[src/ims_pkg.sv]
// package for the i2c master stop / collision / rate divider block
// assumes a single pclk domain and an apb register bus
`default_nettype none
package ims_pkg;
	// register byte offsets
	localparam logic [7:0] OFF_CTRL   = 8'h00;
	localparam logic [7:0] OFF_RELOAD = 8'h04;
	localparam logic [7:0] OFF_BUF    = 8'h08;
	localparam logic [7:0] OFF_STATUS = 8'h0C;
	// control register fields
	localparam int CTRL_ENABLE  = 0;
	localparam int CTRL_START   = 1;
	localparam int CTRL_RESTART = 2;
	localparam int CTRL_STOP    = 3;
	localparam int CTRL_RECV    = 4;
	localparam int CTRL_ACK     = 5;
	localparam int CTRL_ACKDATA = 6;
	localparam int CTRL_EVENTEN = 7;
	// status register fields
	localparam int ST_FULL     = 0;
	localparam int ST_CLASH    = 1;
	localparam int ST_COLL     = 2;
	localparam int ST_EVENT    = 3;
	localparam int ST_STOPSEEN = 4;
	localparam int ST_STRTSEEN = 5;
	localparam int ST_TXACT    = 6;
	localparam int ST_ACTIVE   = 7;
	localparam int ST_ACKSTAT  = 8;
	localparam int ST_BUSFREE  = 9;
	// reset values
	localparam logic [7:0] RELOAD_RST = 8'h13;
	// bit index of the acknowledge slot and last received bit
	localparam logic [3:0] ACK_SLOT = 4'h8;
	localparam logic [3:0] RX_LAST  = 4'h7;
	// two sampled bus lines
	typedef struct packed {
		logic scl;
		logic sda;
	} ims_lines_t;
	// byte sequence kind
	typedef enum logic [1:0] {
		M_TX,
		M_RX,
		M_ACK
	} ims_mode_t;
endpackage : ims_pkg
`default_nettype wire

[src/ims_core.sv]
// i2c master stop, restart, start, byte and collision logic with rate divider
// assumes open-drain scl/sda with external pull-ups and an apb master on pclk
//
// Overview of operation
// after ninth falling edge scl stays low; stop begins by pulling sda low
// sda seen low: divider counts, scl released, one period later sda released
// sda high with scl high sets stop_seen; one period later stop ends, event
// buffer write during a stop is dropped and sets write_clash_flag
// in sleep, completed byte events wake the processor when enabled
// reset disables the port and abandons any transfer
// start_seen and stop_seen clear on reset and while disabled
// bus free when stop_seen set or both flags clear; stop raises event
// sda compared with driven level; mismatch sets collision_flag
// released sda read low with scl high: collision, port goes idle
// collision in a byte: stop, clear buffer_full, release lines
// collision in a sequence: abandon, release lines, clear request bit
// after collision a bus stop raises the port event flag
// buffer write after collision restarts at the first data bit
// start collides if a line is low at begin or scl low early
// start: sda low early or at count end, then scl low after second count
// restart: sda released, count, scl released, sda low at scl high collides
// restart high count: sda fall fine, scl fall before our sda low collides
// restart: both high at timeout, sda low, count, then scl low
// stop: scl high then count; sda low at timeout or early scl low collides
// divider reloads from divider_reload, starts on buffer write, twice per period
// scl rate is pclk over four times reload plus one; reload 0..2 forbidden
// lines are never driven high; samples come from synchronised pins
// request bits ORed with transmit activity show the port active
//
// Added by the designer: the register addresses and the APB register port.
`default_nettype none
module ims_core (
	input  wire logic        pclk,
	input  wire logic        presetn,
	input  wire logic        psel,
	input  wire logic        penable,
	input  wire logic        pwrite,
	input  wire logic [7:0]  paddr,
	input  wire logic [31:0] pwdata,
	output logic      [31:0] prdata,
	output logic             pready,
	output logic             pslverr,
	input  wire logic        sleep_mode,
	output logic             wake_req,
	input  wire logic        scl_in,
	output logic             scl_out,
	output logic             scl_oe_n,
	input  wire logic        sda_in,
	output logic             sda_out,
	output logic             sda_oe_n
);
	typedef enum logic [3:0] {
		S_IDLE, S_ST1, S_ST2, S_RS1, S_RS2, S_RS3, S_RS4,
		S_SP0, S_SP1, S_SP2, S_SP3, S_SP4, S_SP5, S_BLO, S_BHI
	} ims_state_t;

	ims_state_t          state;
	ims_pkg::ims_mode_t  mode;
	ims_pkg::ims_lines_t sync1, sync2, prev;
	logic [7:0]  ctrl_bits;
	logic [7:0]  divider_reload;
	logic [7:0]  transfer_buffer;
	logic [7:0]  shreg;
	logic [8:0]  cnt;
	logic [3:0]  bitn;
	logic        sda_lo, scl_lo, ack_status;
	logic        buffer_full_flag, write_clash_flag, collision_flag, port_event_flag;
	logic        stop_seen_bit, start_seen_bit;
	logic        ev_coll, ev_done, ev_rx, ev_txdone;
	logic        wr, rd_ok, buf_wr, buf_take, busy, tmo, drive_bit, active, bus_free;
	logic        sda_i, scl_i, start_det, stop_det, enable, req_go;
	logic [8:0]  ld;

	// apb decode, zero wait states
	assign wr       = psel && penable && pwrite;
	assign pready   = 1'b1;
	assign rd_ok    = (paddr == ims_pkg::OFF_CTRL) || (paddr == ims_pkg::OFF_RELOAD) ||
		(paddr == ims_pkg::OFF_BUF) || (paddr == ims_pkg::OFF_STATUS);
	assign pslverr  = psel && penable && !rd_ok;
	assign buf_wr   = wr && (paddr == ims_pkg::OFF_BUF);
	assign busy     = (state != S_IDLE);
	assign buf_take = buf_wr && !busy && enable;
	assign enable   = ctrl_bits[ims_pkg::CTRL_ENABLE];

	// port active indication
	assign active = |ctrl_bits[ims_pkg::CTRL_ACK:ims_pkg::CTRL_START] ||
		(busy && mode == ims_pkg::M_TX);
	assign bus_free = stop_seen_bit || (!start_seen_bit && !stop_seen_bit);
	assign wake_req = sleep_mode && port_event_flag && ctrl_bits[ims_pkg::CTRL_EVENTEN];

	// read data mux
	always_comb begin
		prdata = 32'h0000_0000;
		unique case (paddr)
			ims_pkg::OFF_CTRL:   prdata[7:0] = ctrl_bits;
			ims_pkg::OFF_RELOAD: prdata[7:0] = divider_reload;
			ims_pkg::OFF_BUF:    prdata[7:0] = transfer_buffer;
			ims_pkg::OFF_STATUS: begin
				prdata[ims_pkg::ST_FULL]     = buffer_full_flag;
				prdata[ims_pkg::ST_CLASH]    = write_clash_flag;
				prdata[ims_pkg::ST_COLL]     = collision_flag;
				prdata[ims_pkg::ST_EVENT]    = port_event_flag;
				prdata[ims_pkg::ST_STOPSEEN] = stop_seen_bit;
				prdata[ims_pkg::ST_STRTSEEN] = start_seen_bit;
				prdata[ims_pkg::ST_TXACT]    = busy && mode == ims_pkg::M_TX;
				prdata[ims_pkg::ST_ACTIVE]   = active;
				prdata[ims_pkg::ST_ACKSTAT]  = ack_status;
				prdata[ims_pkg::ST_BUSFREE]  = bus_free;
			end
			default: prdata = 32'h0000_0000;
		endcase
	end

	// pin synchronisers plus one history stage
	always_ff @(posedge pclk or negedge presetn) begin
		if (!presetn) begin
			sync1 <= 2'h3;
			sync2 <= 2'h3;
			prev  <= 2'h3;
		end else begin
			sync1 <= '{scl: scl_in, sda: sda_in};
			sync2 <= sync1;
			prev  <= sync2;
		end
	end
	assign sda_i     = sync2.sda;
	assign scl_i     = sync2.scl;
	assign start_det = prev.scl && scl_i && prev.sda && !sda_i;
	assign stop_det  = prev.scl && scl_i && !prev.sda && sda_i;

	// open-drain drivers: only ever pull low
	assign scl_out  = 1'b0;
	assign sda_out  = 1'b0;
	assign scl_oe_n = !scl_lo;
	assign sda_oe_n = !sda_lo;

	// divider reload, period of 2*(reload+1) pclk per half bus clock
	assign ld  = {divider_reload, 1'b1};
	assign tmo = (cnt == 9'h000);

	// level expected on sda for the current bit slot; the ack slot is the slave's
	always_comb begin
		drive_bit = 1'b1;
		unique case (mode)
			ims_pkg::M_TX:  drive_bit = (bitn == ims_pkg::ACK_SLOT) ? 1'b0 : shreg[7];
			ims_pkg::M_RX:  drive_bit = 1'b1;
			ims_pkg::M_ACK: drive_bit = ctrl_bits[ims_pkg::CTRL_ACKDATA];
		endcase
	end

	// reload register
	always_ff @(posedge pclk or negedge presetn) begin
		if (!presetn)
			divider_reload <= ims_pkg::RELOAD_RST;
		else if (wr && paddr == ims_pkg::OFF_RELOAD)
			divider_reload <= pwdata[7:0];
	end

	// sequencer: lines, divider, bit counter, request bits
	always_ff @(posedge pclk or negedge presetn) begin
		if (!presetn) begin
			state      <= S_IDLE;
			mode       <= ims_pkg::M_TX;
			ctrl_bits  <= 8'h00;
			shreg      <= 8'h00;
			cnt        <= 9'h000;
			bitn       <= 4'h0;
			sda_lo     <= 1'b0;
			scl_lo     <= 1'b0;
			ack_status <= 1'b0;
			ev_coll    <= 1'b0;
			ev_done    <= 1'b0;
			ev_rx      <= 1'b0;
			ev_txdone  <= 1'b0;
		end else begin
			ev_coll   <= 1'b0;
			ev_done   <= 1'b0;
			ev_rx     <= 1'b0;
			ev_txdone <= 1'b0;
			if (!tmo)
				cnt <= cnt - 9'h001;
			unique case (state)
				S_IDLE: begin
					if (buf_take) begin
						// new byte always starts at bit zero
						shreg  <= pwdata[7:0];
						mode   <= ims_pkg::M_TX;
						bitn   <= 4'h0;
						scl_lo <= 1'b1;
						sda_lo <= !pwdata[7];
						cnt    <= ld;
						state  <= S_BLO;
					end else if (req_go && ctrl_bits[ims_pkg::CTRL_START]) begin
						if (!sda_i || !scl_i) begin
							ev_coll <= 1'b1;
						end else begin
							cnt   <= ld;
							state <= S_ST1;
						end
					end else if (req_go && ctrl_bits[ims_pkg::CTRL_RESTART]) begin
						sda_lo <= 1'b0;
						cnt    <= ld;
						state  <= S_RS1;
					end else if (req_go && ctrl_bits[ims_pkg::CTRL_STOP]) begin
						sda_lo <= 1'b1;
						scl_lo <= 1'b1;
						state  <= S_SP0;
					end else if (req_go && ctrl_bits[ims_pkg::CTRL_RECV]) begin
						mode   <= ims_pkg::M_RX;
						bitn   <= 4'h0;
						scl_lo <= 1'b1;
						sda_lo <= 1'b0;
						cnt    <= ld;
						state  <= S_BLO;
					end else if (req_go && ctrl_bits[ims_pkg::CTRL_ACK]) begin
						mode   <= ims_pkg::M_ACK;
						bitn   <= 4'h0;
						scl_lo <= 1'b1;
						sda_lo <= !ctrl_bits[ims_pkg::CTRL_ACKDATA];
						cnt    <= ld;
						state  <= S_BLO;
					end
				end
				// start, first count: early sda low or at count end
				S_ST1: begin
					if (!scl_i && sda_i) begin
						ev_coll <= 1'b1;
					end else if (!sda_i || tmo) begin
						sda_lo <= 1'b1;
						cnt    <= ld;
						state  <= S_ST2;
					end
				end
				S_ST2: if (tmo) begin
					scl_lo  <= 1'b1; // scl low here is no collision
					ev_done <= 1'b1;
					state   <= S_IDLE;
				end
				S_RS1: if (tmo) begin
					scl_lo <= 1'b0;
					state  <= S_RS2;
				end
				S_RS2: if (scl_i) begin
					if (!sda_i) begin
						ev_coll <= 1'b1;
					end else begin
						cnt   <= ld;
						state <= S_RS3;
					end
				end
				S_RS3: begin
					if (tmo) begin
						sda_lo <= 1'b1;
						cnt    <= ld;
						state  <= S_RS4;
					end else if (!scl_i) begin
						ev_coll <= 1'b1;
					end
				end
				S_RS4: if (tmo) begin
					scl_lo  <= 1'b1;
					ev_done <= 1'b1;
					state   <= S_IDLE;
				end
				S_SP0: if (!sda_i) begin
					cnt   <= ld;
					state <= S_SP1;
				end
				S_SP1: if (tmo) begin
					scl_lo <= 1'b0;
					state  <= S_SP2;
				end
				S_SP2: if (scl_i) begin
					cnt   <= ld;
					state <= S_SP3;
				end
				S_SP3: begin
					if (!scl_i) begin
						ev_coll <= 1'b1;
					end else if (tmo) begin
						sda_lo <= 1'b0;
						cnt    <= ld;
						state  <= S_SP4;
					end
				end
				S_SP4: if (tmo) begin
					if (!sda_i) begin
						ev_coll <= 1'b1;
					end else begin
						cnt   <= ld;
						state <= S_SP5;
					end
				end
				S_SP5: if (tmo) begin
					ev_done <= 1'b1;
					state   <= S_IDLE;
				end
				// byte bit, scl low half
				S_BLO: if (tmo) begin
					scl_lo <= 1'b0;
					cnt    <= ld;
					state  <= S_BHI;
				end
				// byte bit, scl high half; stretched scl reloads the count
				S_BHI: begin
					if (!scl_i) begin
						cnt <= ld;
					end else if (mode != ims_pkg::M_RX && drive_bit && !sda_i) begin
						ev_coll <= 1'b1;
					end else if (tmo) begin
						scl_lo <= 1'b1;
						cnt    <= ld;
						if (mode == ims_pkg::M_RX)
							shreg <= {shreg[6:0], sda_i};
						else if (bitn != ims_pkg::ACK_SLOT)
							shreg <= {shreg[6:0], 1'b0};
						if (mode == ims_pkg::M_TX && bitn == ims_pkg::ACK_SLOT) begin
							ack_status <= sda_i;
							sda_lo     <= 1'b0;
							ev_txdone  <= 1'b1;
							ev_done    <= 1'b1;
							state      <= S_IDLE;
						end else if (mode == ims_pkg::M_RX && bitn == ims_pkg::RX_LAST) begin
							ev_rx   <= 1'b1;
							ev_done <= 1'b1;
							state   <= S_IDLE;
						end else if (mode == ims_pkg::M_ACK) begin
							sda_lo  <= 1'b0;
							ev_done <= 1'b1;
							state   <= S_IDLE;
						end else begin
							bitn   <= bitn + 4'h1;
							sda_lo <= (mode == ims_pkg::M_TX) &&
								(bitn != ims_pkg::RX_LAST) && !shreg[6];
							state  <= S_BLO;
						end
					end
				end
			endcase
			// finished or collided sequence clears its request bit
			if (ev_coll || ev_done)
				ctrl_bits[ims_pkg::CTRL_ACK:ims_pkg::CTRL_START] <= 5'h00;
			// collision: release both lines and go idle, unless a new byte is taken
			if (ev_coll && !buf_take) begin
				sda_lo <= 1'b0;
				scl_lo <= 1'b0;
				state  <= S_IDLE;
			end
			// software write, request bits written only while idle; wins over the clear
			if (wr && paddr == ims_pkg::OFF_CTRL) begin
				ctrl_bits[ims_pkg::CTRL_ENABLE]  <= pwdata[ims_pkg::CTRL_ENABLE];
				ctrl_bits[ims_pkg::CTRL_ACKDATA] <= pwdata[ims_pkg::CTRL_ACKDATA];
				ctrl_bits[ims_pkg::CTRL_EVENTEN] <= pwdata[ims_pkg::CTRL_EVENTEN];
				if (!busy)
					ctrl_bits[ims_pkg::CTRL_ACK:ims_pkg::CTRL_START] <=
						pwdata[ims_pkg::CTRL_ACK:ims_pkg::CTRL_START];
			end
			// disabled port abandons any transfer
			if (!enable) begin
				state  <= S_IDLE;
				sda_lo <= 1'b0;
				scl_lo <= 1'b0;
			end
		end
	end

	// requests wait out the cycle in which the last event clears them
	assign req_go = enable && !ev_coll && !ev_done;

	// status flags and transfer buffer; hardware set beats software clear
	always_ff @(posedge pclk or negedge presetn) begin
		if (!presetn) begin
			transfer_buffer  <= 8'h00;
			buffer_full_flag <= 1'b0;
			write_clash_flag <= 1'b0;
			collision_flag   <= 1'b0;
			port_event_flag  <= 1'b0;
			stop_seen_bit    <= 1'b0;
			start_seen_bit   <= 1'b0;
		end else begin
			if (wr && paddr == ims_pkg::OFF_STATUS) begin
				if (pwdata[ims_pkg::ST_CLASH])
					write_clash_flag <= 1'b0;
				if (pwdata[ims_pkg::ST_COLL])
					collision_flag <= 1'b0;
				if (pwdata[ims_pkg::ST_EVENT])
					port_event_flag <= 1'b0;
			end
			if (buf_wr && busy)
				write_clash_flag <= 1'b1;
			if (ev_txdone || ev_coll)
				buffer_full_flag <= 1'b0;
			// a new byte after a collision wins over the clear
			if (buf_take) begin
				transfer_buffer  <= pwdata[7:0];
				buffer_full_flag <= 1'b1;
			end
			if (ev_rx) begin
				transfer_buffer  <= shreg;
				buffer_full_flag <= 1'b1;
			end
			if (ev_coll)
				collision_flag <= 1'b1;
			// own sequence done, or a bus stop while idle
			if (ev_done || (stop_det && !busy))
				port_event_flag <= 1'b1;
			if (start_det) begin
				start_seen_bit <= 1'b1;
				stop_seen_bit  <= 1'b0;
			end
			if (stop_det) begin
				stop_seen_bit  <= 1'b1;
				start_seen_bit <= 1'b0;
			end
			if (!enable) begin
				stop_seen_bit  <= 1'b0;
				start_seen_bit <= 1'b0;
			end
		end
	end

	clash_keep_a: assert property (@(posedge pclk) disable iff (!presetn)
		buf_wr && busy |=> write_clash_flag && $stable(transfer_buffer))
		else $error("buffer changed on write during sequence");
	coll_idle_a: assert property (@(posedge pclk) disable iff (!presetn)
		ev_coll && !buf_take |=> (state == S_IDLE) && !sda_lo && !scl_lo)
		else $error("collision did not release lines");
	coll_flag_a: assert property (@(posedge pclk) disable iff (!presetn)
		ev_coll |=> collision_flag)
		else $error("collision flag not set");
	full_drop_a: assert property (@(posedge pclk) disable iff (!presetn)
		ev_coll && !buf_take |=> !buffer_full_flag)
		else $error("buffer full not cleared on collision");
	start_coll_a: assert property (@(posedge pclk) disable iff (!presetn)
		state == S_IDLE && !buf_take && req_go && ctrl_bits[ims_pkg::CTRL_START] &&
		(!sda_i || !scl_i) |=> ##1 collision_flag)
		else $error("start on busy lines not flagged");
	seen_clear_a: assert property (@(posedge pclk) disable iff (!presetn)
		!enable |=> !stop_seen_bit && !start_seen_bit)
		else $error("seen flags kept while disabled");
	stop_end_a: assert property (@(posedge pclk) disable iff (!presetn)
		state == S_SP5 && tmo && enable |=> ##1 port_event_flag &&
		!ctrl_bits[ims_pkg::CTRL_STOP])
		else $error("stop did not finish");
	restart_end_a: assert property (@(posedge pclk) disable iff (!presetn)
		state == S_RS4 && tmo && enable |=> scl_lo && state == S_IDLE)
		else $error("restart did not pull scl low");
	first_bit_a: assert property (@(posedge pclk) disable iff (!presetn)
		buf_take |=> state == S_BLO && bitn == 4'h0 && sda_lo == !transfer_buffer[7])
		else $error("byte did not restart at first bit");
endmodule : ims_core
`default_nettype wire

[config.mk]
export PLATFORM = sky130hd
export DESIGN_NAME = ims_core
export DESIGN_NICKNAME = d
export VERILOG_FILES = /design/src/ims_pkg.sv /design/src/ims_core.sv
export SDC_FILE = /design/constraint.sdc
export NUM_CORES = 1
export LEC_CHECK = 0
export ABC_AREA = 0
export BUFFER_PORTS_ARGS = -buffer_cell sky130_fd_sc_hd__buf_2
export CAP_MARGIN = 5
export CORE_MARGIN = 4
export CORE_UTILIZATION = 48
export CTS_CLUSTER_SIZE = 8
export DETAILED_ROUTE_END_ITERATION = 10
export PLACE_DENSITY = 0.69
export SLEW_MARGIN = 20
export SYNTH_ARGS = -nofsm -noshare
export SYNTH_HDL_FRONTEND = slang
export SYNTH_SLANG_ARGS = --single-unit
[constraint.sdc]
create_clock -name pclk -period 2.57 [get_ports pclk]
set_clock_uncertainty 0.1 [all_clocks]
set_input_delay 0.1285 -clock pclk [delete_from_list [all_inputs] [get_ports pclk]]
set_output_delay 0.1285 -clock pclk [all_outputs]
set_load 0.1 [all_outputs]
---- Yosys cells after proc, flatten, opt, wreduce, memory -nomap -nowiden ----
Cells that the tools add are included.
W data, S select, Z words.
operators by class
  add/sub/neg operators ................... 2
  $mul .................................... 0
  div/mod/pow operators ................... 0
  order comparisons ....................... 0
  eq/ne operators ......................... 68
  shifts and indexed selects .............. 0
  mux-type cells .......................... 166
  bitwise gates (word level) .............. 1
  reduce and logical (&&, ||, !) cells .... 90
operator list
  operator              number
  $mux W9               19
  $mux W4               42
  $pmux W9 S9           1
  $mux W1               78
  $ne A4 B4 Y1 const B  19
  $mux W8               7
  $pmux W4 S13          1
  $logic_and A1 B1 Y1   35
  $eq A4 B4 Y1 const B  8
  $pmux W8 S4           1
  $eq A4 B3 Y1 const B  5
  $ne A2 B2 Y1 const B  10
  $reduce_and A20 Y1    1
  $eq A8 B4 Y1 const B  2
  $pmux W8 S2           1
  $reduce_bool A2 Y1    8
  $logic_not A1 Y1      15
  $ne A5 B5 Y1 const B  3
  $mux W2               7
  $ne A3 B3 Y1 const B  4
  $reduce_and A12 Y1    1
  $reduce_and A11 Y1    1
  $logic_or A1 B1 Y1    10
  $mux W5               2
  38 further kinds      46
storage, ports and cells
  register bits after elaboration ......... 70
  bits in latches ......................... 0
  RAM bits ................................ 0
  bits in read-only memories .............. 0
  input port bits ......................... 48
  output and inout port bits .............. 39
  memories kept ........................... 0

---- Longest topological paths before layout ----
Gate-level depths: netlist of the first run.
  word-level depth ........................ 13
  gate-level depth with buffers ........... 14
  gate-level depth less buffers ........... 12

---- Least setup slack after synthesis of the first run ----
Ideal clock, no wire load.
  kind .................................... flip-flop to output port
  from .................................... register state[2]
  to ...................................... output port prdata[6]
  arrival time ............................ 3.736 ns
  path slack .............................. -1.394 ns
  cell stages (with the launch flop) ...... 8
  path buffers ............................ 3
  cells stage by stage .................... dfrtp_1 clkbuf_1 clkbuf_1 nor2_1 nand2_1 clkbuf_1 a31oi_1 a211oi_1
on the way
  cells in the longest elaborated chain, start to end .. 3
ends and longest elaborated chain
  element                 line             text
  start, declared         ims_core.sv:57   ims_state_t state;
  start signal, assigned  ims_core.sv:162  state <= S_IDLE;
  start signal, assigned  ims_core.sv:192  state <= S_BLO;
  start signal, assigned  ims_core.sv:198  state <= S_ST1;
  $reduce_bool A4 Y1      ims_core.sv:81   assign busy = (state != S_IDLE);
  $logic_and A1 B1 Y1     ims_core.sv:105  prdata[ims_pkg::ST_TXACT] = busy && mode == ims_pkg::M_TX;
  $pmux W8 S4             ims_core.sv:94   unique case (paddr)
  end, declared           ims_core.sv:40   output logic [31:0] prdata,
No other way between the ends.

---- Worst setup path in the final report of the first run ----
  from .................................... register cnt[1]
  to ...................................... register cnt[1]
on the way
  cells in the longest elaborated chain, start to end .. 9
  elaborated cells between the ends (all ways) .. 23
ends and longest elaborated chain
  element                                                   line                              text
  start, declared                                           ims_core.sv:64                    logic [8:0] cnt;
  start signal, assigned                                    ims_core.sv:181                   cnt <= cnt - 9'h001;
  start signal, assigned                                    ims_core.sv:191                   cnt <= ld;
  start signal, assigned                                    ims_core.sv:197                   cnt <= ld;
  $sub A9 B1 Y9 / $logic_not A9 Y1 (equally long branches)  ims_core.sv:181, ims_core.sv:139
  $mux W9                                                   ims_core.sv:180                   if (!tmo)
  $mux W9                                                   ims_core.sv:215                   end else if (req_go && ctrl_bits[ims_pkg::CTRL_ACK]) begin
  $mux W9                                                   ims_core.sv:208                   end else if (req_go && ctrl_bits[ims_pkg::CTRL_RECV]) begin
  $mux W9                                                   ims_core.sv:204                   end else if (req_go && ctrl_bits[ims_pkg::CTRL_STOP]) begin
  $mux W9                                                   ims_core.sv:200                   end else if (req_go && ctrl_bits[ims_pkg::CTRL_RESTART]) begin
  $mux W9                                                   ims_core.sv:193                   end else if (req_go && ctrl_bits[ims_pkg::CTRL_START]) begin
  $mux W9                                                   ims_core.sv:184                   if (buf_take) begin
  $pmux W9 S9 *                                             ims_core.sv:182                   unique case (state)
Mark *: on every way between the ends. The rest lies on a longest branch, timed or not.
A chain may end at the register's enable or synchronous reset.

==> results of run 1 <==
==> cell usage after synthesis (4+ instances only) <==
library cell | instances | area share [%]
nor4b_1 | 5 | 0.81
mux4_2 | 7 | 2.9
nand4_1 | 7 | 0.81
and2_1 | 4 | 0.46
nand2_1 | 69 | 4.8
mux2_2 | 14 | 2.9
a31oi_1 | 6 | 0.69
dfrtp_1 | 61 | 28
or3_1 | 5 | 0.58
buf_2 | 4 | 0.37
nand2b_1 | 7 | 0.81
a211o_1 | 4 | 0.65
a21o_1 | 5 | 0.69
ha_1 | 8 | 1.8
nor2b_1 | 8 | 0.92
nor3_1 | 15 | 1.4
clkbuf_1 | 33 | 2.3
o22ai_1 | 4 | 0.46
o32ai_1 | 5 | 0.81
buf_1 | 5 | 0.35
nor4_1 | 11 | 1.3
mux2i_1 | 17 | 3.1
o21a_1 | 5 | 0.69
a21oi_1 | 36 | 3.3
o211ai_1 | 9 | 1.2
a211oi_1 | 7 | 0.97
inv_1 | 21 | 1.5
and4b_1 | 4 | 0.74
a221oi_1 | 4 | 0.65
dfstp_2 | 9 | 4.4
buf_4 | 25 | 3.5
nand3_1 | 21 | 1.9
and3_1 | 13 | 1.5
nor2_1 | 52 | 3.6
o21ai_0 | 55 | 5.1
==> where the power goes <==
group,internal (mW),leakage [nW],total (mW),switching (mW)
registers,1.15,0.853,1.18,0.0335
logic,0.166,2.16,0.536,0.370
clock network,0.878,0.156,1.37,0.490
total,2.19,3.17,3.08,0.893
==> layer usage <==
layer	track usage (%)	up-vias
met5	0	-
met4	14.9	0
met3	5.13	71
met2	49.4	319
met1	39.8	2864
li1	-	2629
==> metrics by stage <==
stage          instance area (um^2)  util, %
2_1_floorplan                  5550        -
3_3_place_gp                   6320     57.8
3_5_place_dp                   6320     57.8
4_1_cts                        6820     62.3
5_1_grt                        7140     65.3
6_report                       7140     65.3
==> registers in the layout (all words and copies together), names as in the netlist, 2 cells and up <==
name / cells
bitn: 4
cnt: 9
ctrl_bits: 8
divider_reload: 8
mode: 2
prev: 2
shreg: 8
state: 4
sync1: 2
transfer_buffer: 8
==> cell families after synthesis <==
kind of cell / share of synthesized area, %
other: 0.139
AND/OR/NAND/NOR: 23.9
XOR/XNOR: 0.485
adder cells (fa/ha/maj): 1.85
flip-flops: 32.6
AO/OA/AOI/OAI: 23.4
buffers and inverters: 8.69
multiplexers: 8.97
==> critical path, cell delays in order, from the launching register on <==
cell      delay, ns
dfrtp_1        0.38
inv_2          0.09
ha_4           0.14
or4b_4         0.52
nor2_8         0.14
buf_6          0.15
o311a_1        0.17
a32oi_1        0.09
or4b_1         0.50
a211oi_2       0.15
a21oi_1        0.06
==> path summary, 6_finish.rpt <==
path / endpoint / slack (ns) / cells past startpoint
max reg2reg: cnt[1] / -0.04 / 10
max in group asynchronous: ctrl_bits[4] / 1.34 / 2
max: cnt[1] / -0.04 / 10
min in group asynchronous: scl_lo / 0.36 / 2
min: ctrl_bits[3] / 0.01 / 3
min reg2reg: sda_i / 0.26 / 0
==> area by class of cell <==
type | count | area, um^2 | share of cell area, %
clock buffer | 11 | 243 | 3.40
clock inverter | 5 | 81.3 | 1.14
tap | 140 | 175 | 2.45
multi-input combinational | 509 | 3560 | 49.9
sequential | 70 | 1770 | 24.8
timing repair buffer | 162 | 1220 | 17.0
inverter | 23 | 91.3 | 1.28
==> what timing repair did <==
item	CTS	global route
pin swaps	10	22
hold endpoints to repair	70	0
resized for setup	21	49
hold buffers	7	0
endpoints found under the setup margin	14	26
buffers inserted	4	12
==> results.md, run 1 <==
- Status: finished with violations
- Failing checks: setup timing
- Syn_area_per_cell: approximately 8.3 um^2
- Distinct cells, synth: 80
- Final period util: 102%
- Synth Warn #: 0
- Most used flip-flop cell after synthesis: dfrtp_1
- Total gr overflow: 0
- DP HPWL: about 15000 um
- Starting density of the core: 49.5%
- Final Hold Fails: 0
- Largest net degree at the start of global routing: 71
- Chip width: 114 um
- Clock Latency Late Sink: about 0.34 ns
- Most frequent cells in the layout: 110 x buf_4, 66 x nand2_1, 58 x dfrtp_1, 49 x o21ai_0, 47 x nor2_1
- Largest fanout on the critical path: 5
- Launching element type of the critical path: flip-flop
- # port buffers: 37
- IR drop worst, VDD: 0.373 mV
- Pre-CTS setup slack: -0.154 ns
- Via count: 5883
- CTS tree: built
- Post-route setup TNS: -0.0447 ns
- Fillers: 917
- Cell Count, Final, Fillers Out: 920
- Slew @ Worst Pin: slightly above 0.9 ns
- Yosys reg bits: 70
- Router iterations before antenna repair: 5
- Die height: between 100 and 150 um
- LEAKAGE: 3.17 nW
- Die ar.: 13000 um^2
- RSZ-0062 raised after global routing: yes
- Minimum clock period: 2.61 ns
- Initial antenna violation count: 0
- Iteration-0 DRC Markers: approximately 650
- Fmax: 382 MHz
- Post-route antenna net violation count: 0
- Met3 routed WL: 1440 um
- Remaining DRCs: 0
- Crit path DAT: 2.74 ns
- Core area: 10900 um^2
- Met1 wire length: 7980 um
- Crit path from: cnt[1]
- Final Setup Violations: 2
- Antenna cell count: 0
- Power, Total: 3.08 mW
- RePlAce Congestion: roughly 0.99
- Overall routing resource usage: 30.6%
- Vias in the first global route: roughly 5.7k
- Ys async rst share: 100%
- Clock Tree Buf Depth: 2
- Sequential area share after synthesis: 32.6%
- Post-synth EDFFs: 0
- Routed WL per cell: 21.5 um
- Total CTS buffers: 9
- Fin. max-slew vios: 0
- Placed insts: approximately 880
- Final WS setup: -0.0446 ns
- Aggregate routed wire length: 19800 um
- Top layer in use: met4
- Clock-pin slew on the worst setup and hold paths: 0.06 ns
- Clk sink count: 70
- Hold_ws: 0.0135 ns
- Hold/Removal Path Class: in2reg
- CTS root buf: clkbuf_16
- WS Path Type: reg2reg
- Number of violations of the max-capacitance limit: 0
- First-pass GRT wire length: slightly above 30000 um
- Syn Std Cell Area: roughly 5400 um^2
- Row Count: 38
- Synth-to-Final Area Change: 31.8%
- Num ports: 87
- Slew Limit Headroom: 38.5%
- Share of layout cells above drive strength 1: 33.3%
- Drt via density: approximately 6.4
- Wire length on met2: 9560 um
- Commonest non-fill, non-tap cell in the layout: buf_4
- Data required, critical path: ~2.7 ns
- R2r startpoint: cnt[1]
- Post-Synthesis Cells: around 650
- H-tree level count: 3
- PwrDens: around 430 nW/um^2
- Critical Path End Type: flip-flop
- Hold_sp: pwdata[3]
- Final Net Count: 831
Power figures use the tool's default switching activity.
==> inputs of run 2 (changes only) <==
--- a/config.mk
+++ b/config.mk
@@ -8,11 +8,13 @@
 export ABC_AREA = 0
 export BUFFER_PORTS_ARGS = -buffer_cell sky130_fd_sc_hd__buf_2
 export CAP_MARGIN = 5
+export CORE_ASPECT_RATIO = 1.4
 export CORE_MARGIN = 4
 export CORE_UTILIZATION = 48
 export CTS_CLUSTER_SIZE = 8
 export DETAILED_ROUTE_END_ITERATION = 10
 export PLACE_DENSITY = 0.69
+export REMOVE_ABC_BUFFERS = 1
 export SLEW_MARGIN = 20
 export SYNTH_ARGS = -nofsm -noshare
 export SYNTH_HDL_FRONTEND = slang
==> run 2 against run 1 <==
The flow still finishes with violations (setup timing). Maximum frequency about the same. Sequential share of layout area up 0.40 points. Critical path depth down 4. Critical path type is now reg2out. Via count down 0.88%. Worst hold slack worse by 0.0080 ns. First-iteration DRC count down 25%. Clock-buffer cell count down 2. Non-clock buffer count down 9. Clock power about the same. Sequential cell count unchanged.
==> results.md, run 2 (synthesis results as in run 1) <==
- Via count: 5831
- Clk sink count: 70
- Post-route antenna net violation count: 0
- Total CTS buffers: 9
- Fmax: 382 MHz
- WS Path Type: reg2out
- Final WS setup: -0.0453 ns
- Largest fanout on the critical path: 9
- Post-route setup TNS: -0.105 ns
- Most frequent cells in the layout: 106 x buf_4, 68 x nand2_1, 60 x dfrtp_1, 51 x o21ai_0, 48 x nor2_1
- Clock Latency Late Sink: 0.35 ns
- CTS tree: built
- Slew Limit Headroom: 39.3%
- Max FFs per register: 9
- Hold/Removal Path Class: in2reg
- Largest net degree at the start of global routing: 71
- Final period util: 102%
- H-tree level count: 3
- Reg-to-reg endpoint: state[1]
- CTS root buf: clkbuf_16
- Vias in the first global route: 5770
- Overall routing resource usage: between 20 and 30%
- Final Net Count: 822
- Commonest non-fill, non-tap cell in the layout: buf_4
- Status: finished with violations
- Num ports: 87
- Slew @ Worst Pin: 0.910 ns
- Remaining DRCs: 0
- R2r startpoint: cnt[1]
- Post-Place Cell Area: a little over 6000 um^2
- Hold_ws: approximately 0.0055 ns
- Number of violations of the max-capacitance limit: 0
- Critical Path End Type: primary output
- Aggregate routed wire length: 19700 um
- Synth-to-Final Area Change: 29.5%
- IR drop worst, VDD: ~0.37 mV
- Final Setup Violations: 5
- Iteration-0 DRC Markers: approximately 480
- Total gr overflow: 0
- Router iterations before antenna repair: 7
- Antenna cell count: 0
- LEAKAGE: 3.10 nW
- Crit path from: state[3]
- Clock Tree Buf Depth: 2
- Clock-pin slew on the worst setup and hold paths: about 0.06 ns
- PwrDens: 443 nW/um^2
- RSZ-0062 raised after global routing: yes
- Share of layout cells above drive strength 1: roughly a third
- CP Capture Point: prdata[7]
- Final Cell Area: ~7000 um^2
- Power, Total: 3.11 mW
- Chip width: 97.8 um
- Drt via density: 6.39
- First-pass GRT wire length: 30600 um
- Starting density of the core: between 40 and 50%
- Die height: 134 um
- RePlAce Congestion: ~0.95
- Data required, critical path: ~2.3 ns
- Initial antenna violation count: 0
- Reg-to-reg slack, setup: -0.03 ns
- Launching element type of the critical path: flip-flop
- Fillers: 943
- Failing checks: setup timing
- Row Count: 45
- Routed WL per cell: 21.6 um
- Largest Register: cnt
- Crit path DAT: 2.39 ns
- Final Hold Fails: 0
- Pre-CTS setup slack: -0.162 ns
- Die ar.: 13100 um^2
- DP HPWL: around 15000 um
- Core area: 10900 um^2
- Minimum clock period: 2.62 ns
- R2r worst-path depth: 11
- # port buffers: 37
- Fin. max-slew vios: 0
[run 2: cell types whose count changed in the layout (fill, tap and decap cells not counted), sizes merged]
cell and delta:
clkinvlp -1, clkbuf -2, inv +1, clkinv +2, dlygate4sd3 +2, buf -11
[run 2: critical path, cell delays in order, from the launching register on]
cell	delay, ns
dfrtp_1	0.50
nor2_2	0.20
nand2_1	0.14
a211o_1	0.33
mux4_2	0.45
and2_1	0.18
buf_4	0.23
[run 2: layout make-up]
cell class              count  area, um^2  area share (%)
well taps                 141         176            2.52
flip-flops and latches     70        1760            25.2
clock buffers               9         225            3.21
inverters                  23        91.3            1.30
multi-input cells         509        3560            50.7
repair buffers            153        1100            15.7
clock inverters             7        96.3            1.37
[run 2: per-stage QoR]
stage / util, % / std cells
after floorplan: - / 602
after global placement: 56.9 / 876
after detailed placement: 56.9 / 876
after CTS: 61.8 / 903
after global routing: 64.2 / 912
final: 64.2 / 912
[run 2: layer usage]
metal	vias up	share of wire [%]	track usage (%)
li1	2603	-	-
met5	-	0	0
met2	323	51	52.6
met4	0	5.9	17.7
met1	2805	37	34.0
met3	100	6.3	4.03
[run 2: how the worst min path moves through the flow]
stage | from | to | slack (ns) | cells after the start
floorplan | presetn | ack_status | -0.27 | 0
global placement | scl_in | sync1[1] | 0.13 | 1
detailed placement | sda_in | sync1[0] | 0.14 | 1
CTS | pwdata[3] | ctrl_bits[3] | 0.002 | 3
global route | pwdata[3] | ctrl_bits[3] | 0.02 | 3
finish | pwdata[3] | ctrl_bits[3] | 0.005 | 3
[run 2: where the power goes]
part	leakage [nW]	total, mW	internal [mW]	switching, mW
clock network	0.160	1.38	0.855	0.521
registers	0.856	1.18	1.15	0.0383
logic	2.08	0.546	0.171	0.374
[run 2: timing repair]
item	CTS	global route
setup buffers	2	9
endpoints found under the setup margin	17	29
gates resized for setup	22	44
pin swaps	9	18
endpoints found under the hold margin	73	0
hold buffers	9	0
==> inputs of run 3 (changes only) <==
--- a/config.mk
+++ b/config.mk
@@ -13,7 +13,7 @@
 export CORE_UTILIZATION = 48
 export CTS_CLUSTER_SIZE = 8
 export DETAILED_ROUTE_END_ITERATION = 10
-export PLACE_DENSITY = 0.69
+export PLACE_DENSITY_LB_ADDON = 0.05
 export REMOVE_ABC_BUFFERS = 1
 export SLEW_MARGIN = 20
 export SYNTH_ARGS = -nofsm -noshare
==> constraint.sdc (replaced) <==
create_clock -name pclk -period 2.8 [get_ports pclk]
set_clock_uncertainty 0.1 [all_clocks]
set_input_delay 0.14 -clock pclk [delete_from_list [all_inputs] [get_ports pclk]]
set_output_delay 0.14 -clock pclk [all_outputs]
set_load 0.1 [all_outputs]
==> run 3 against run 2 <==
The run now ends clean. Design area down 6.1%. Wire length shrank 4.4%. Via count fell by 5.0%. Largest power group unchanged.
==> results.md, run 3 (synthesis results as in run 1) <==
- Chip width: 97.8 um
- Row Count: 45
- Clock-pin slew on the worst setup and hold paths: 0.06 ns
- Hold path cells: 3
- Largest net degree at the start of global routing: 71
- Final Hold Fails: 0
- CTS tree: built
- R2r startpoint: cnt[1]
- PwrDens: around 400 nW/um^2
- Largest fanout on the critical path: 6
- Core area: approximately 11000 um^2
- Share of layout cells above drive strength 1: 26.2%
- Starting density of the core: 49.6%
- WS Path Type: reg2reg
- Num ports: between 80 and 90
- Drt via density: 6.26
- Iteration-0 DRC Markers: 348
- Aggregate routed wire length: 18800 um
- Slew @ Worst Pin: just under 0.9 ns
- Remaining DRCs: 0
- Fin. max-slew vios: 0
- RSZ-0062 raised after global routing: yes
- Vias in the first global route: 5608
- Fmax: 367 MHz
- Crit path DAT: 2.82 ns
- First-pass GRT wire length: 29700 um
- Clk sink count: 70
- Cell Count, Final, Fillers Out: 886
- Hold/Removal Path Class: in2reg
- Initial antenna violation count: 0
- Clock Latency Late Sink: 0.34 ns
- Status: completed
- IR drop worst, VDD: approximately 0.34 mV
- Data required, critical path: slightly below 3 ns
- Fillers: slightly above 1k
- Critical Path End Type: flip-flop
- Router iterations before antenna repair: 5
- Final WS setup: 0.0736 ns
- R2r worst-path depth: 12
- Via count: 5542
- Post-route antenna net violation count: 0
- Clock Tree Buf Depth: 2
- Number of violations of the max-capacitance limit: 0
- Synth-to-Final Area Change: 21.7%
- Launching element type of the critical path: flip-flop
- Worst hold path endpoint: ctrl_bits[3]
- Minimum clock period: 2.73 ns
- Hold_sp: pwdata[3]
- Antenna cell count: 0
- Max FFs per register: 9
- LEAKAGE: 2.92 nW
- Reg-to-reg endpoint: cnt[0]
- # port buffers: 37
- Reg-to-reg slack, setup: ~0.074 ns
- Largest Register: cnt
- Total CTS buffers: 9
- CTS root buf: clkbuf_16
- Commonest non-fill, non-tap cell in the layout: buf_4
- Placed insts: 859
- Final Setup Violations: 0
- Overall routing resource usage: between 20% and 30%
- Die height: 134 um
- Pre-CTS setup slack: -0.0411 ns
- Slew Limit Headroom: just over 40%
- Final Net Count: 796
- DP HPWL: 14400 um
- Total gr overflow: 0
- Routed WL per cell: 21.2 um
- Most frequent cells in the layout: 83 x buf_4, 69 x nand2_1, 60 x dfrtp_1, 52 x o21ai_0, 50 x nor2_1
- RePlAce Congestion: 0.966
- Die ar.: 13100 um^2
- Final period util: 97.4%
- H-tree level count: 3
run 3: report_power, final:
group | internal (mW) | switching (mW)
clock | 0.696 | 0.459
sequential | 1.05 | 0.0324
combinational | 0.134 | 0.321
run 3: layout make-up:
type | instances | area, um^2 | area share (%)
well taps | 141 | 176 | 2.68
repair buffers | 127 | 905 | 13.7
inverters | 23 | 88.8 | 1.35
clock buffers | 10 | 229 | 3.48
multi-input cells | 509 | 3350 | 50.9
flip-flops and latches | 70 | 1760 | 26.8
clock inverters | 6 | 70.1 | 1.06
run 3: worst max path at each step:
| stage | startpoint | end | depth (start not counted) |
|---|---|---|---|
| 2_1_floorplan | state[1] | prdata[6] | 4 |
| 3_3_place_gp | cnt[0] | state[2] | 11 |
| 3_5_place_dp | cnt[0] | cnt[0] | 12 |
| 4_1_cts | cnt[0] | cnt[0] | 12 |
| 5_1_grt | cnt[1] | cnt[0] | 12 |
| 6_report | cnt[1] | cnt[0] | 12 |
run 3: worst max-delay path: stages, from the launching register on:
cell and delay (ns):
dfrtp_1 0.38, inv_2 0.08, ha_4 0.14, or4b_4 0.52
nor2_8 0.15, inv_4 0.06, ha_2 0.30, inv_1 0.10
a21oi_1 0.08, o32ai_2 0.13, o21ai_1 0.12, nor4_2 0.31
a22oi_2 0.11
run 3: stage by stage:
step / total power, mW / cell area [um^2] / hold slack (ns) / util, % / setup TNS (ns)
detailed placement: 1.54 / 6090 / 0.147 / 55.8 / -0.107
global placement: 1.53 / 6090 / 0.146 / 55.8 / -0.0156
global route: 2.80 / 6590 / 0.0382 / 60.3 / -0.132
CTS: 2.72 / 6480 / 0.0122 / 59.4 / 0
finish: 2.69 / 6590 / 0.0183 / 60.3 / 0
floorplan: 1.38 / 5120 / -0.256 / - / -10.98
run 3: timing repair:
item	in CTS	in global routing
endpoints found under the setup margin	10	13
cloned	0	0
setup buffers	0	3
resized for setup	4	21
pin swaps	0	7
hold buffers	8	0
hold endpoints to repair	71	0
run 3: per-layer routing:
| layer | wire length [um] | part of all wire [%] | track usage, % |
|---|---|---|---|
| met4 | 1020 | 5.4 | 16.0 |
| met2 | 9490 | 50 | 49.9 |
| met3 | 1180 | 6.3 | 4.35 |
| met5 | 0 | 0 | 0 |
| met1 | 7100 | 38 | 33.7 |
